$ cat src/rtl/monitor_config_pkg.sv
// Constants shared by the monitor configuration and lock logic
package monitor_config_pkg;
    localparam int CFG_WIDTH = 8;
    localparam int BIT_MONITOR_GO = 0;
    localparam int BIT_LOCK = 1;
    localparam int BIT_POWERUP_DONE = 2;
    localparam int BIT_ALL_FANS_MAX = 3;
    localparam int BIT_RESERVED = 4;
    localparam int BIT_SPINUP_DETECT_OFF = 5;
    localparam int BIT_BUS_TIMEOUT_OFF = 6;
    localparam int BIT_SUPPLY_SCALE = 7;
    localparam logic [7:0] CFG_RESET = 8'h00;
    localparam int CLK_PERIOD_NS = 20;
    localparam int POWERUP_TIME_NS = 10000;
    localparam int POWERUP_CYCLES = (POWERUP_TIME_NS + CLK_PERIOD_NS - 1) / CLK_PERIOD_NS;
    localparam int STEP_CODE_WIDTH = 3;
    localparam int STEP_COUNT_WIDTH = 11;
    localparam int DECREASE_BASE_CYCLES = 4;
    localparam int INCREASE_BASE_CYCLES = 8;
    localparam int SPINUP_TACH_PULSES = 2;
    typedef enum logic [1:0] {
        SPIN_IDLE = 2'b01,
        SPIN_RUN = 2'b10
    } spin_state_type;
endpackage

$ cat src/rtl/step_delay_if.sv
// Carrier between the configuration block and its step delay timer
`timescale 1ns/10ps
`default_nettype none
interface step_delay_if;
    import monitor_config_pkg::*;
    logic [STEP_CODE_WIDTH-1:0] code;
    logic cycleTick;
    logic [1:0] due;
    modport timer (input code, input cycleTick, output due);
    modport ctrl (output code, output cycleTick, input due);
endinterface
`default_nettype wire

$ cat src/rtl/monitor_config_lock_control.sv
// Global monitor configuration register with write-once lock
`timescale 1ns/10ps
`default_nettype none
module monitor_config_lock_control (
    input wire logic clk_sys,
    input wire logic rst_n,
    input wire logic cfgWrEn,
    input wire logic [monitor_config_pkg::CFG_WIDTH-1:0] cfgWrData,
    output logic [monitor_config_pkg::CFG_WIDTH-1:0] cfgRdData,
    input wire logic [monitor_config_pkg::STEP_CODE_WIDTH-1:0] remote2StepDelay,
    input wire logic monitorCycleTick,
    input wire logic spinupStart,
    input wire logic tachPulse,
    input wire logic spinupTimeoutDone,
    output logic useProgrammedLimits,
    output logic allFansMax,
    output logic busTimeoutOff,
    output logic supplyScale5v,
    output logic pwmSpinupHigh,
    output logic minTempDecreaseDue,
    output logic minTempIncreaseDue
);
    import monitor_config_pkg::*;

    logic monitorGo_q;
    logic lock_q;
    logic powerUpDone_q;
    logic allFansMax_q;
    logic spinupDetectOff_q;
    logic busTimeoutOff_q;
    logic supplyScale_q;
    logic lockableWrEn;
    logic [$clog2(POWERUP_CYCLES+1)-1:0] powerUpCount_q;
    spin_state_type spinState_q;
    logic [1:0] tachCount_q;
    logic [CFG_WIDTH-1:0] cfgRdData_q;
    logic useProgrammedLimits_q;
    logic busTimeoutOff_out_q;
    logic supplyScale5v_q;
    logic allFansMax_out_q;
    logic pwmSpinupHigh_q;
    logic minTempDecreaseDue_q;
    logic minTempIncreaseDue_q;

    step_delay_if sd ();

    assign sd.code = remote2StepDelay;
    assign sd.cycleTick = monitorCycleTick;

    step_delay_timer u_step_delay (
        .clk_sys(clk_sys),
        .rst_n(rst_n),
        .sd(sd.timer)
    );

    // Lockable fields take writes only until the lock is set; later writes vanish silently
    assign lockableWrEn = cfgWrEn && !lock_q;

    // Lock state only leaves on reset, which stands for a power cycle
    always_ff @(posedge clk_sys or negedge rst_n) begin
        if (!rst_n) begin
            lock_q <= CFG_RESET[BIT_LOCK];
        end else if (lockableWrEn) begin
            lock_q <= cfgWrData[BIT_LOCK];
        end
    end

    always_ff @(posedge clk_sys or negedge rst_n) begin
        if (!rst_n) begin
            monitorGo_q <= CFG_RESET[BIT_MONITOR_GO];
        end else if (lockableWrEn) begin
            monitorGo_q <= cfgWrData[BIT_MONITOR_GO];
        end
    end

    always_ff @(posedge clk_sys or negedge rst_n) begin
        if (!rst_n) begin
            busTimeoutOff_q <= CFG_RESET[BIT_BUS_TIMEOUT_OFF];
        end else if (lockableWrEn) begin
            busTimeoutOff_q <= cfgWrData[BIT_BUS_TIMEOUT_OFF];
        end
    end

    always_ff @(posedge clk_sys or negedge rst_n) begin
        if (!rst_n) begin
            supplyScale_q <= CFG_RESET[BIT_SUPPLY_SCALE];
        end else if (lockableWrEn) begin
            supplyScale_q <= cfgWrData[BIT_SUPPLY_SCALE];
        end
    end

    // Spin-up detection is not a lockable field, so it follows every write
    always_ff @(posedge clk_sys or negedge rst_n) begin
        if (!rst_n) begin
            spinupDetectOff_q <= CFG_RESET[BIT_SPINUP_DETECT_OFF];
        end else if (cfgWrEn) begin
            spinupDetectOff_q <= cfgWrData[BIT_SPINUP_DETECT_OFF];
        end
    end

    always_ff @(posedge clk_sys or negedge rst_n) begin
        if (!rst_n) begin
            allFansMax_q <= CFG_RESET[BIT_ALL_FANS_MAX];
        end else if (cfgWrEn) begin
            allFansMax_q <= cfgWrData[BIT_ALL_FANS_MAX];
        end
    end

    always_ff @(posedge clk_sys or negedge rst_n) begin
        if (!rst_n) begin
            powerUpCount_q <= '0;
            powerUpDone_q <= 1'b0;
        end else if (!powerUpDone_q) begin
            if (powerUpCount_q == ($clog2(POWERUP_CYCLES+1))'(POWERUP_CYCLES - 1)) begin
                powerUpDone_q <= 1'b1;
            end else begin
                powerUpCount_q <= powerUpCount_q + 1'b1;
            end
        end
    end

    // Spin-up ends on tach pulses unless detection is off, else at timeout
    always_ff @(posedge clk_sys or negedge rst_n) begin
        if (!rst_n) begin
            spinState_q <= SPIN_IDLE;
            tachCount_q <= 2'h0;
        end else begin
            case (spinState_q)
                SPIN_IDLE: begin
                    tachCount_q <= 2'h0;
                    if (spinupStart) begin
                        spinState_q <= SPIN_RUN;
                    end
                end
                SPIN_RUN: begin
                    if (spinupTimeoutDone) begin
                        spinState_q <= SPIN_IDLE;
                    end else if (tachPulse && !spinupDetectOff_q) begin
                        if (tachCount_q == 2'(SPINUP_TACH_PULSES - 1)) begin
                            spinState_q <= SPIN_IDLE;
                        end
                        tachCount_q <= tachCount_q + 2'h1;
                    end
                end
                default: spinState_q <= SPIN_IDLE;
            endcase
        end
    end

    always_ff @(posedge clk_sys or negedge rst_n) begin
        if (!rst_n) begin
            cfgRdData_q <= CFG_RESET;
        end else begin
            cfgRdData_q[BIT_MONITOR_GO] <= monitorGo_q;
            cfgRdData_q[BIT_LOCK] <= lock_q;
            cfgRdData_q[BIT_POWERUP_DONE] <= powerUpDone_q;
            cfgRdData_q[BIT_ALL_FANS_MAX] <= allFansMax_q;
            cfgRdData_q[BIT_RESERVED] <= 1'b0;
            cfgRdData_q[BIT_SPINUP_DETECT_OFF] <= spinupDetectOff_q;
            cfgRdData_q[BIT_BUS_TIMEOUT_OFF] <= busTimeoutOff_q;
            cfgRdData_q[BIT_SUPPLY_SCALE] <= supplyScale_q;
        end
    end

    // Control outputs follow the register one edge later
    always_ff @(posedge clk_sys or negedge rst_n) begin
        if (!rst_n) begin
            useProgrammedLimits_q <= 1'b0;
            allFansMax_out_q <= 1'b0;
            busTimeoutOff_out_q <= 1'b0;
            supplyScale5v_q <= 1'b0;
        end else begin
            useProgrammedLimits_q <= monitorGo_q;
            allFansMax_out_q <= allFansMax_q;
            busTimeoutOff_out_q <= busTimeoutOff_q;
            supplyScale5v_q <= supplyScale_q;
        end
    end

    // PWM stays high for as long as a spin-up runs
    always_ff @(posedge clk_sys or negedge rst_n) begin
        if (!rst_n) begin
            pwmSpinupHigh_q <= 1'b0;
        end else begin
            pwmSpinupHigh_q <= (spinState_q == SPIN_RUN);
        end
    end

    // Step pulses are re-timed so that each output leaves a flop
    always_ff @(posedge clk_sys or negedge rst_n) begin
        if (!rst_n) begin
            minTempDecreaseDue_q <= 1'b0;
            minTempIncreaseDue_q <= 1'b0;
        end else begin
            minTempDecreaseDue_q <= sd.due[0];
            minTempIncreaseDue_q <= sd.due[1];
        end
    end

    assign cfgRdData = cfgRdData_q;
    assign useProgrammedLimits = useProgrammedLimits_q;
    assign allFansMax = allFansMax_out_q;
    assign busTimeoutOff = busTimeoutOff_out_q;
    assign supplyScale5v = supplyScale5v_q;
    assign pwmSpinupHigh = pwmSpinupHigh_q;
    assign minTempDecreaseDue = minTempDecreaseDue_q;
    assign minTempIncreaseDue = minTempIncreaseDue_q;
endmodule
`default_nettype wire

$ cat src/rtl/step_delay_timer.sv
// Minimum-temperature adjustment delay timer, decrease and increase
`timescale 1ns/10ps
`default_nettype none
module step_delay_timer (
    input wire logic clk_sys,
    input wire logic rst_n,
    step_delay_if.timer sd
);
    import monitor_config_pkg::*;

    localparam logic [STEP_COUNT_WIDTH-1:0] BASE [2] = '{
        STEP_COUNT_WIDTH'(DECREASE_BASE_CYCLES), STEP_COUNT_WIDTH'(INCREASE_BASE_CYCLES)};

    // Entry 0 paces decreases, entry 1 increases; each code step doubles the span
    for (genvar i = 0; i < 2; i++) begin : g_dir
        logic [STEP_COUNT_WIDTH-1:0] count_q;
        logic [STEP_COUNT_WIDTH-1:0] span;
        logic due_q;
        assign span = BASE[i] << sd.code;
        always_ff @(posedge clk_sys or negedge rst_n) begin
            if (!rst_n) begin
                count_q <= '0;
                due_q <= 1'b0;
            end else begin
                due_q <= 1'b0;
                if (sd.cycleTick) begin
                    if (count_q + 11'h001 >= span) begin
                        count_q <= '0;
                        due_q <= 1'b1;
                    end else begin
                        count_q <= count_q + 11'h001;
                    end
                end
            end
        end
        assign sd.due[i] = due_q;
    end
endmodule
`default_nettype wire
$ cat config.mk
export PLATFORM = sky130hd
export DESIGN_NAME = monitor_config_lock_control
export DESIGN_NICKNAME = d
export VERILOG_FILES = /design/src/rtl/monitor_config_pkg.sv /design/src/rtl/step_delay_if.sv /design/src/rtl/monitor_config_lock_control.sv /design/src/rtl/step_delay_timer.sv
export SDC_FILE = /design/constraint.sdc
export NUM_CORES = 1
export LEC_CHECK = 0
export BUFFER_PORTS_ARGS = -buffer_cell sky130_fd_sc_hd__buf_2
export CAP_MARGIN = 20
export CORE_ASPECT_RATIO = 1.75
export CORE_MARGIN = 3
export CORE_UTILIZATION = 50
export DETAILED_ROUTE_END_ITERATION = 8
export GPL_TIMING_DRIVEN = 0
export PLACE_DENSITY = 0.73
export RECOVER_POWER = 100
export SYNTH_ARGS = -nofsm -noshare
export SYNTH_HDL_FRONTEND = slang
export SYNTH_SLANG_ARGS = --single-unit
$ cat constraint.sdc
create_clock -name clk_sys -period 2.9 [get_ports clk_sys]
set_input_delay 0.435 -clock clk_sys [delete_from_list [all_inputs] [get_ports clk_sys]]
set_output_delay 0.435 -clock clk_sys [all_outputs]
set_load 0.05 [all_outputs]
==> impl_metrics.yaml, run 1 <==
power:
  swShare_pct: 37.01
  clkPwrFrac_pct: 23.2
  p_per_area_nw_per_um2: 677.8
  ir_drop_mv: 0.3118
  switching_power_w: 0.0008475
  p_comb_share_pct: 33.5
  power_frac_seq_pct: 43.2
  p_leak_nw: 1.594
  p_int_w: 0.001442
detailed_routing:
  vias: 2252
  detail_route.wirelength_um: 5959
  ant_nets: 0
  routedWlPerCell_um: 14.82
  drt-vias-per-instance: 5.602
  drtIter0Drc: 87
  firstDrtPassIters: 4
  drc: 0
timing:
  min_period_ns: 2.812
  fin_worst_skew_ns: 0.009007
  hold_viol: 0
  fin_setup_tns_ns: 0
  max_freq_mhz: 355.6
  finalCritPeriodShare_pct: 96.96
  tightest_slew_ns: 1.568
  drv_slew: 32
  rsz0062_at_grt: "true"
  setup_viol: 0
  slew_headroom_pct: -4.559
die:
  rows: 36
  die_x_um: 63.57
  start_util_pct: 51.93
  die-area_um2: 6786
  io_pins: 33
  dieHeight_um: 106.8
  core_area_um2: 5585
cts:
  cts_buffers: 5
  numClockSinks: 54
  cts_max_path_buffers: 2
  ctsHoldBuffers: 0
  cts_tree: "yes"
  insertion_delay_ns: 0.31
  cts-root-buf: "clkbuf_8"
  path_clk_slew_ns: 0.09
  cts.htree.levels: 2
setup_path:
  startpoint: "u_step_delay.g_dir[1].count_q[0]"
  crit_arrival_ns: 3.06
  startpoint_type: "register"
  required_ns: 3.15
  regToRegSetupSlack_ns: 0.09
  reg2reg_depth: 12
  crit_end: "u_step_delay.g_dir[1].count_q[2]"
  crit_type: "register to register"
  regToRegStartpoint: "u_step_delay.g_dir[1].count_q[0]"
  cp-end-kind: "register"
  crit_fanout: 10
  r2r_end: "u_step_delay.g_dir[1].count_q[2]"
layout:
  final_common_cell: "dfrtp_1"
  antenna_cells: 0
  design_area_um2: 3378
  nets: 363
  layout-drive-gt1-share_pct: 18.71
  final_cell_mix: "dfrtp_1, nand2_1, ha_1, clkbuf_1, inv_1"
  post-route-util_pct: 60.48
  area_delta_synth_final_pct: 16.48
  final-instance-count-excl-fill: 402
grt:
  grtUsageTotal_pct: 18.92
  grt-ovfl-total: 0
  grt_max_degree: 32
  grt_pass1_vias: 2214
  grt_pass1_wl_um: 10090
  antenna_found_initial: 0
place:
  dp_cells: 390
  placed_area_um2: 3161
  place_congestion: 0.8640
  detailed_place_hpwl_um: 4443
  io_buffers: 29
yosys:
  ys.flop_type: "dfrtp_1"
  synth_area_um2: 2900
  synth_nets: 322
  syn_inst: 284
  ys_ff_latch: 54
  ys_seq_area_share_pct: 46.64
  synth_edf_count: 0
  ys_warn_count: 0
  ys_types: 47
  synth.avg_cell_area_um2: 10.21
  synthArstFlopShare_pct: 100.0
status:
  violations: "max-capacitance violations, max-slew violations"
  status: "finished with violations"
flow_run:
  maxCapViolCount: 1
min_path:
  hold_path.class: "input pin to register"
## stage by stage
stage                     total power [W]  hold slack (ns)  worst slack, ns
after floorplan                  0.001506           0.1394           0.1513
after global placement           0.001677           0.3340          -0.3279
after detailed placement         0.001704           0.3365          -0.3528
after CTS                        0.002258           0.1141         0.001269
after global routing             0.002447           0.3357         -0.05881
final                            0.002290           0.3442          0.08817
## final cells by class
cell class / instances / area [um2]
timing repair buffer: 34 / 160.2
tap: 76 / 95.09
sequential: 54 / 1354
clock buffer: 6 / 82.58
clock inverter: 2 / 38.79
fill: 522 / 2207
buffer: 9 / 57.56
inverter: 16 / 60.06
multi-input combinational: 205 / 1530
## power by group through the flow
stage | logic [W] | clock network [W] | registers [W]
floorplan | 0.000457 | 0 | 0.00105
global placement | 0.000700 | 0 | 0.000977
detailed placement | 0.000722 | 0 | 0.000982
CTS | 0.000733 | 0.000552 | 0.000974
global route | 0.000861 | 0.000580 | 0.00101
finish | 0.000768 | 0.000532 | 0.000989
## metal layers
metal,track usage (%),vias to the layer above,wire length [um]
met5,0,-,0
met4,8.810,0,150
met3,3.774,15,225
met2,35.23,54,3357
met1,19.94,1091,2225
li1,-,1092,-
## logic make-up after synthesis
group           share of synthesized area (%)
compound gates                          12.98
other cells                            0.1293
fa+ha+maj                               8.628
flops                                   46.64
simple gates                            17.69
buf+inv                                 3.969
mux                                     3.322
xor+xnor                                6.644
## worst max-delay path: stages (launching register included)
cell,delay (ns)
dfrtp_1,0.44
buf_4,0.15
nand3_4,0.13
nor3_4,0.22
nand3_2,0.15
xnor2_2,0.16
ha_1,0.30
o2111a_1,0.24
a211o_1,0.28
a21o_1,0.19
buf_4,0.18
o21ai_0,0.16
a22o_1,0.15
## what timing repair did
| item | CTS | global route |
|---|---|---|
| gates cloned | 0 | 0 |
| setup endpoints to repair | 12 | 21 |
| resized for setup | 7 | 17 |
| buffers inserted | 1 | 3 |
| pin swaps | 1 | 3 |
## worst min-delay path by stage
stage | startpoint | end | slack, ns | cells past startpoint
after detailed placement | u_step_delay.g_dir[0].due_q | minTempDecreaseDue | 0.34 | 0
after global routing | cfgWrData[7] | supplyScale_q | 0.34 | 2
final | cfgWrData[5] | spinupDetectOff_q | 0.34 | 3
after CTS | rst_n | powerUpCount_q[7] | 0.11 | 1
after floorplan | rst_n | allFansMax_q | 0.14 | 0
after global placement | u_step_delay.g_dir[0].due_q | minTempDecreaseDue | 0.33 | 0
## cell usage after synthesis (3+ instances only)
cell type | instances | share of area, %
mux2i_1 | 4 | 1.4
nand2b_1 | 3 | 0.65
a21oi_1 | 7 | 1.2
nor3_1 | 8 | 1.4
ha_1 | 20 | 8.6
inv_1 | 16 | 2.1
nor2b_1 | 5 | 1.1
nor4_1 | 3 | 0.65
nand3_1 | 15 | 2.6
nor2_1 | 15 | 1.9
o2bb2ai_1 | 7 | 2.1
a31oi_1 | 3 | 0.65
and3_1 | 5 | 1.1
xnor2_1 | 13 | 3.9
o22ai_1 | 3 | 0.65
nand2_1 | 27 | 3.5
buf_4 | 5 | 1.3
nand3b_1 | 4 | 1.0
nand4_1 | 4 | 0.86
dfrtp_1 | 53 | 46
a22o_1 | 6 | 1.8
o21ai_1 | 3 | 0.52
o21ai_0 | 11 | 1.9
xor2_1 | 9 | 2.7
mux2_2 | 5 | 1.9
a21o_1 | 3 | 0.78
## flip-flops by register name, indices dropped and copies added (netlist names), 2 cells and up
register	cells
cfgRdData	7
tachCount_q	2
u_step_delay.g_dir.count_q	22
spinState_q	2
u_step_delay.g_dir.due_q	2
powerUpCount_q	9
Note: power is estimated with default switching activity, not from simulation.
==> run 2: changes to the inputs <==
CTS_CLUSTER_SIZE = 12   (was not set)
GPL_TIMING_DRIVEN = not set   (was 0)
SLEW_MARGIN = 20   (was not set)
==> run 2 against run 1 <==
Against the previous run:
- the flow now finishes without violations
- sequential power is 2.3% lower
- via count is 1.8% lower
- hold slack worse by 0.17 ns
- routed wire length is 3.8% lower
- first-iteration DRC count is 10% higher
- register-to-register slack better by 0.12 ns
- total power is 2.4% lower
- flip-flop and latch count stayed put
- global-route usage is 0.67 points lower
- critical endpoint is now u_step_delay.g_dir[1].count_q[8]
- largest power group unchanged
==> impl_metrics.yaml, run 2 (same netlist as run 1, synthesis figures left out) <==
status:
  status: "finished, final reports clean"
cts:
  cts-root-buf: "clkbuf_8"
  cts_tree: "yes"
  path_clk_slew_ns: 0.11
  numClockSinks: 54
  cts.htree.levels: 2
  cts_buffers: 5
  insertion_delay_ns: 0.32
  cts_max_path_buffers: 2
  ctsHoldBuffers: 0
detailed_routing:
  routedWlPerCell_um: 14.37
  drt-vias-per-instance: 5.541
  drtIter0Drc: 96
  firstDrtPassIters: 4
  drc: 0
  detail_route.wirelength_um: 5735
  ant_nets: 0
  vias: 2211
layout:
  final_cell_mix: "dfrtp_1, nand2_1, ha_1, inv_1, clkbuf_1"
  post-route-util_pct: 59.18
  antenna_cells: 0
  layout-drive-gt1-share_pct: 17.65
  nets: 360
  multiInputGateArea_um2: 1473
  final_common_cell: "dfrtp_1"
  largest-register: "u_step_delay.g_dir.count_q"
  final-instance-count-excl-fill: 399
  nFillCells: 530
  seq_area_um2: 1356
  largest_reg_flops: 22
  area_delta_synth_final_pct: 13.98
power:
  ir_drop_mv: 0.3571
  switching_power_w: 0.0008284
  p_comb_share_pct: 33.3
  swShare_pct: 37.06
  p_leak_nw: 1.550
  power_w: 0.002236
  p_int_w: 0.001407
  p_per_area_nw_per_um2: 676.3
  clkPwrFrac_pct: 23.5
  power_frac_seq_pct: 43.2
place:
  detailed_place_hpwl_um: 4335
  dp_cells: 389
  io_buffers: 29
  place_congestion: 0.7991
grt:
  grtUsageTotal_pct: 18.25
  grt_pass1_vias: 2211
  grt_max_degree: 40
  grt-ovfl-total: 0
  grt_pass1_wl_um: 9839
  antenna_found_initial: 0
flow_run:
  maxCapViolCount: 0
die:
  rows: 36
  die_x_um: 63.57
  io_pins: 33
  core_area_um2: 5585
  dieHeight_um: 106.8
  start_util_pct: 51.93
  die-area_um2: 6786
timing:
  finalCritPeriodShare_pct: 92.86
  fin_worst_skew_ns: 0.01525
  hold_ws_ns: 0.1787
  setup_viol: 0
  fin_setup_tns_ns: 0
  slew_headroom_pct: 37.25
  drv_slew: 0
  max_freq_mhz: 371.3
  rsz0062_at_grt: "false"
  hold_viol: 0
  tightest_slew_ns: 0.9413
  min_period_ns: 2.693
setup_path:
  startpoint: "u_step_delay.g_dir[1].count_q[1]"
  crit_type: "register to register"
  crit_end: "u_step_delay.g_dir[1].count_q[8]"
  crit_fanout: 6
  required_ns: 3.12
  regToRegStartpoint: "u_step_delay.g_dir[1].count_q[1]"
  startpoint_type: "register"
  crit_arrival_ns: 2.92
  cp-end-kind: "register"
  reg2reg_depth: 12
  regToRegSetupSlack_ns: 0.21
  r2r_end: "u_step_delay.g_dir[1].count_q[8]"
min_path:
  hold_path.class: "input pin to async pin"
run 2: cell count changes in the layout (fill, tap and decap cells not counted), sizes merged:
| cell | delta |
|---|---|
| clkinvlp | +1 |
| clkbuf | -2 |
| buf | -2 |
run 2: layout make-up:
class / instances / area share [%]
inverters: 16 / 1.817
clock inverters: 3 / 1.476
well taps: 76 / 2.877
repair buffers: 40 / 6.170
multi-input cells: 205 / 44.55
flip-flops and latches: 54 / 41.03
clock buffers: 5 / 2.082
run 2: timing repair:
item                       in CTS  in global routing
setup buffers                   0                  2
setup endpoints to repair       6                 13
pin swaps                       0                  7
gates resized for setup         2                 12
run 2: worst min path at each step:
stage	to	cells after the start	slack [ns]
2_1_floorplan	allFansMax_q	0	0.14
6_report	powerUpCount_q[6]	1	0.18
4_1_cts	powerUpCount_q[5]	1	0.007
3_3_place_gp	minTempDecreaseDue	0	0.33
5_1_grt	powerUpCount_q[7]	1	0.23
3_5_place_dp	minTempIncreaseDue	0	0.34
run 2: power by group through the flow:
| stage | Combinational (W) | Sequential (W) | Clock, W |
|---|---|---|---|
| 2_1_floorplan | 0.000457 | 0.00105 | 0 |
| 3_3_place_gp | 0.000715 | 0.000974 | 0 |
| 3_5_place_dp | 0.000737 | 0.000979 | 0 |
| 4_1_cts | 0.000743 | 0.000965 | 0.000542 |
| 5_1_grt | 0.000820 | 0.000984 | 0.000566 |
| 6_report | 0.000745 | 0.000966 | 0.000525 |
run 2: per-stage QoR:
stage / cell area [um2] / setup WS [ns]
2_1_floorplan: 2900 / 0.1513
3_3_place_gp: 3153 / 0.003614
3_5_place_dp: 3153 / -0.08887
4_1_cts: 3278 / 0.04252
5_1_grt: 3306 / 0.005854
6_report: 3306 / 0.2071
run 2: worst max-delay path, cell delays in order, from the launching register on:
cell and delay (ns):
dfrtp_1 0.39, ha_2 0.21, nand3_2 0.12, nor3_4 0.16
nand3_1 0.14, xnor2_1 0.17, ha_1 0.33, o2111ai_1 0.18
a21oi_2 0.20, a21o_1 0.24, buf_4 0.16, o21ai_1 0.06
a22o_1 0.24
run 2: layer usage:
| layer | wire length (um) | GRT usage, % | up-vias |
|---|---|---|---|
| met5 | 0 | 0 | - |
| met4 | 117 | 7.883 | 0 |
| met3 | 182 | 3.145 | 9 |
| met2 | 3161 | 34.41 | 40 |
| met1 | 2274 | 19.43 | 1075 |
| li1 | - | - | 1087 |
==> run 3: changes to the inputs <==
CORE_ASPECT_RATIO = 0.6   (was 1.75)
==> run 3 against run 2 <==
Against the previous run:
- routed wire length down 0.21%
- global-route usage up 0.20 points
- critical path type unchanged
- largest cell class unchanged
- critical endpoint is now u_step_delay.g_dir[1].count_q[6]
- final cell count up 1.3%
==> impl_metrics.yaml, run 3 (same netlist as run 1, synthesis figures left out) <==
setup_path:
  slowest_stage: "dfrtp_1"
  crit_arrival_ns: 3.01
  required_ns: 3.14
  cpPeakStageDelay_ns: 0.45
  crit_fanout: 6
  critical_path.top_delay_family: "compound AO/OA/AOI/OAI gates"
  crit_type: "register to register"
  worstPathCellList: "nand2_1, nor3_2, nand3_1, xnor2_1, ha_1, o2111a_1, a211o_1, a21o_1, buf_4, o21ai_0, a22o_1"
  regToRegSetupSlack_ns: 0.14
  cp-end-kind: "register"
  worst-path-buf-inv: 1
  startpoint_type: "register"
layout:
  largest_reg_flops: 22
  nFillCells: 456
  nets: 364
  largest-register: "u_step_delay.g_dir.count_q"
  layout-drive-gt1-share_pct: 16.82
  antenna_cells: 0
  final-instance-count-excl-fill: 404
  final_cell_mix: "dfrtp_1, nand2_1, ha_1, inv_1"
  final_common_cell: "dfrtp_1"
  area_delta_synth_final_pct: 14.11
grt:
  grt_pass1_vias: 2062
  antenna_found_initial: 0
  grt_max_degree: 39
  grtUsageTotal_pct: 18.45
  grt-ovfl-total: 0
  grt_pass1_wl_um: 10010
timing:
  drv_slew: 0
  min_period_ns: 2.764
  finalCritPeriodShare_pct: 95.30
  slew_headroom_pct: 39.86
  fin_setup_tns_ns: 0
  hold_viol: 0
  setup_ws_ns: 0.1362
  max_freq_mhz: 361.8
  fin_worst_skew_ns: 0.009288
  rsz0062_at_grt: "true"
  setup_viol: 0
  tightest_slew_ns: 0.9021
die:
  die_x_um: 104.3
  die-area_um2: 6781
  io_pins: 33
  rows: 20
  dieHeight_um: 65.00
  core_area_um2: 5330
  start_util_pct: 54.41
cts:
  cts.htree.levels: 2
  cts_tree: "yes"
  cts_max_path_buffers: 2
  cts_buffers: 5
  path_clk_slew_ns: 0.10
  cts-root-buf: "clkbuf_8"
  insertion_delay_ns: 0.31
  numClockSinks: 54
power:
  clkPwrFrac_pct: 23.2
  switching_power_w: 0.0008273
  p_leak_nw: 1.553
  p_comb_share_pct: 33.9
  power_w: 0.002231
  swShare_pct: 37.08
  p_int_w: 0.001404
  power_frac_seq_pct: 42.9
  ir_drop_mv: 0.2989
  p_per_area_nw_per_um2: 674.1
place:
  place_congestion: 0.8359
  dp_worst_setup_slack_ns: -0.06087
  io_buffers: 29
  detailed_place_hpwl_um: 4320
  dp_cells: 396
flow_run:
  maxCapViolCount: 0
detailed_routing:
  wl_met3_um: 329
  dr_wl_met2_um: 2159
  detail_route.wirelength_um: 5723
  drt-vias-per-instance: 5.337
  drtIter0Drc: 132
  drc: 0
  routedWlPerCell_um: 14.17
  ant_nets: 0
  vias: 2156
  firstDrtPassIters: 4
  top_layer: "met4"
  wl_met1_um: 3188
status:
  status: "finished, final reports clean"
min_path:
  hold_path.class: "input pin to async pin"
-- run 3: path summary, 6_finish.rpt --
path,start,endpoint,depth (start not counted)
worst min-delay path,rst_n,powerUpCount_q[3],1
worst max register to register,u_step_delay.g_dir[1].count_q[6],u_step_delay.g_dir[1].count_q[6],11
worst max-delay path,u_step_delay.g_dir[1].count_q[6],u_step_delay.g_dir[1].count_q[6],11
max in group asynchronous,rst_n,u_step_delay.g_dir[0].count_q[8],2
worst min register to register,u_step_delay.g_dir[0].due_q,minTempDecreaseDue,0
min in group clk_sys,cfgWrData[1],lock_q,2
-- run 3: final cells by class --
| cell class | count | area (um2) | area share, % |
|---|---|---|---|
| clock buffers | 5 | 68.82 | 2.079 |
| clock inverters | 3 | 47.55 | 1.437 |
| inverters | 16 | 60.06 | 1.815 |
| multi-input cells | 205 | 1448 | 43.74 |
| flip-flops and latches | 54 | 1353 | 40.87 |
| well taps | 77 | 96.34 | 2.911 |
| repair buffers | 44 | 236.5 | 7.146 |
-- run 3: through the flow --
stage          cell area, um2  hold WS, ns  util, %
2_1_floorplan            2900       0.1394        -
3_3_place_gp             3199       0.3321    60.02
3_5_place_dp             3199       0.3419    60.02
4_1_cts                  3318      0.04146    62.25
5_1_grt                  3309       0.2986    62.09
6_report                 3309       0.2222    62.09
-- run 3: timing repair --
action                     4_1_cts  5_1_grt
pin swaps                        0        3
gates resized for setup          1        3
hold buffers                     0        0
setup buffers                    0        0
setup endpoints to repair        6       15
-- run 3: worst register-to-register path, cell delays in order (launching register included) --
cell and delay, ns:
dfrtp_1 0.45, nand2_1 0.10, nor3_2 0.26, nand3_1 0.16, xnor2_1 0.16, ha_1 0.31, o2111a_1 0.25, a211o_1 0.29
a21o_1 0.23, buf_4 0.17, o21ai_0 0.17, a22o_1 0.16
-- run 3: per-layer routing --
| layer | global-route usage, % | vias to the layer above |
|---|---|---|
| met5 | 0 | - |
| met4 | 3.980 | 0 |
| met3 | 4.179 | 5 |
| met2 | 25.00 | 57 |
| met1 | 29.40 | 1002 |
| li1 | - | 1092 |
-- run 3: power groups by stage --
stage	registers, W	clock network [W]	logic [W]
2_1_floorplan	0.00105	0	0.000457
3_3_place_gp	0.000968	0	0.000748
3_5_place_dp	0.000968	0	0.000768
4_1_cts	0.000957	0.000529	0.000770
5_1_grt	0.000974	0.000569	0.000842
6_report	0.000958	0.000518	0.000755
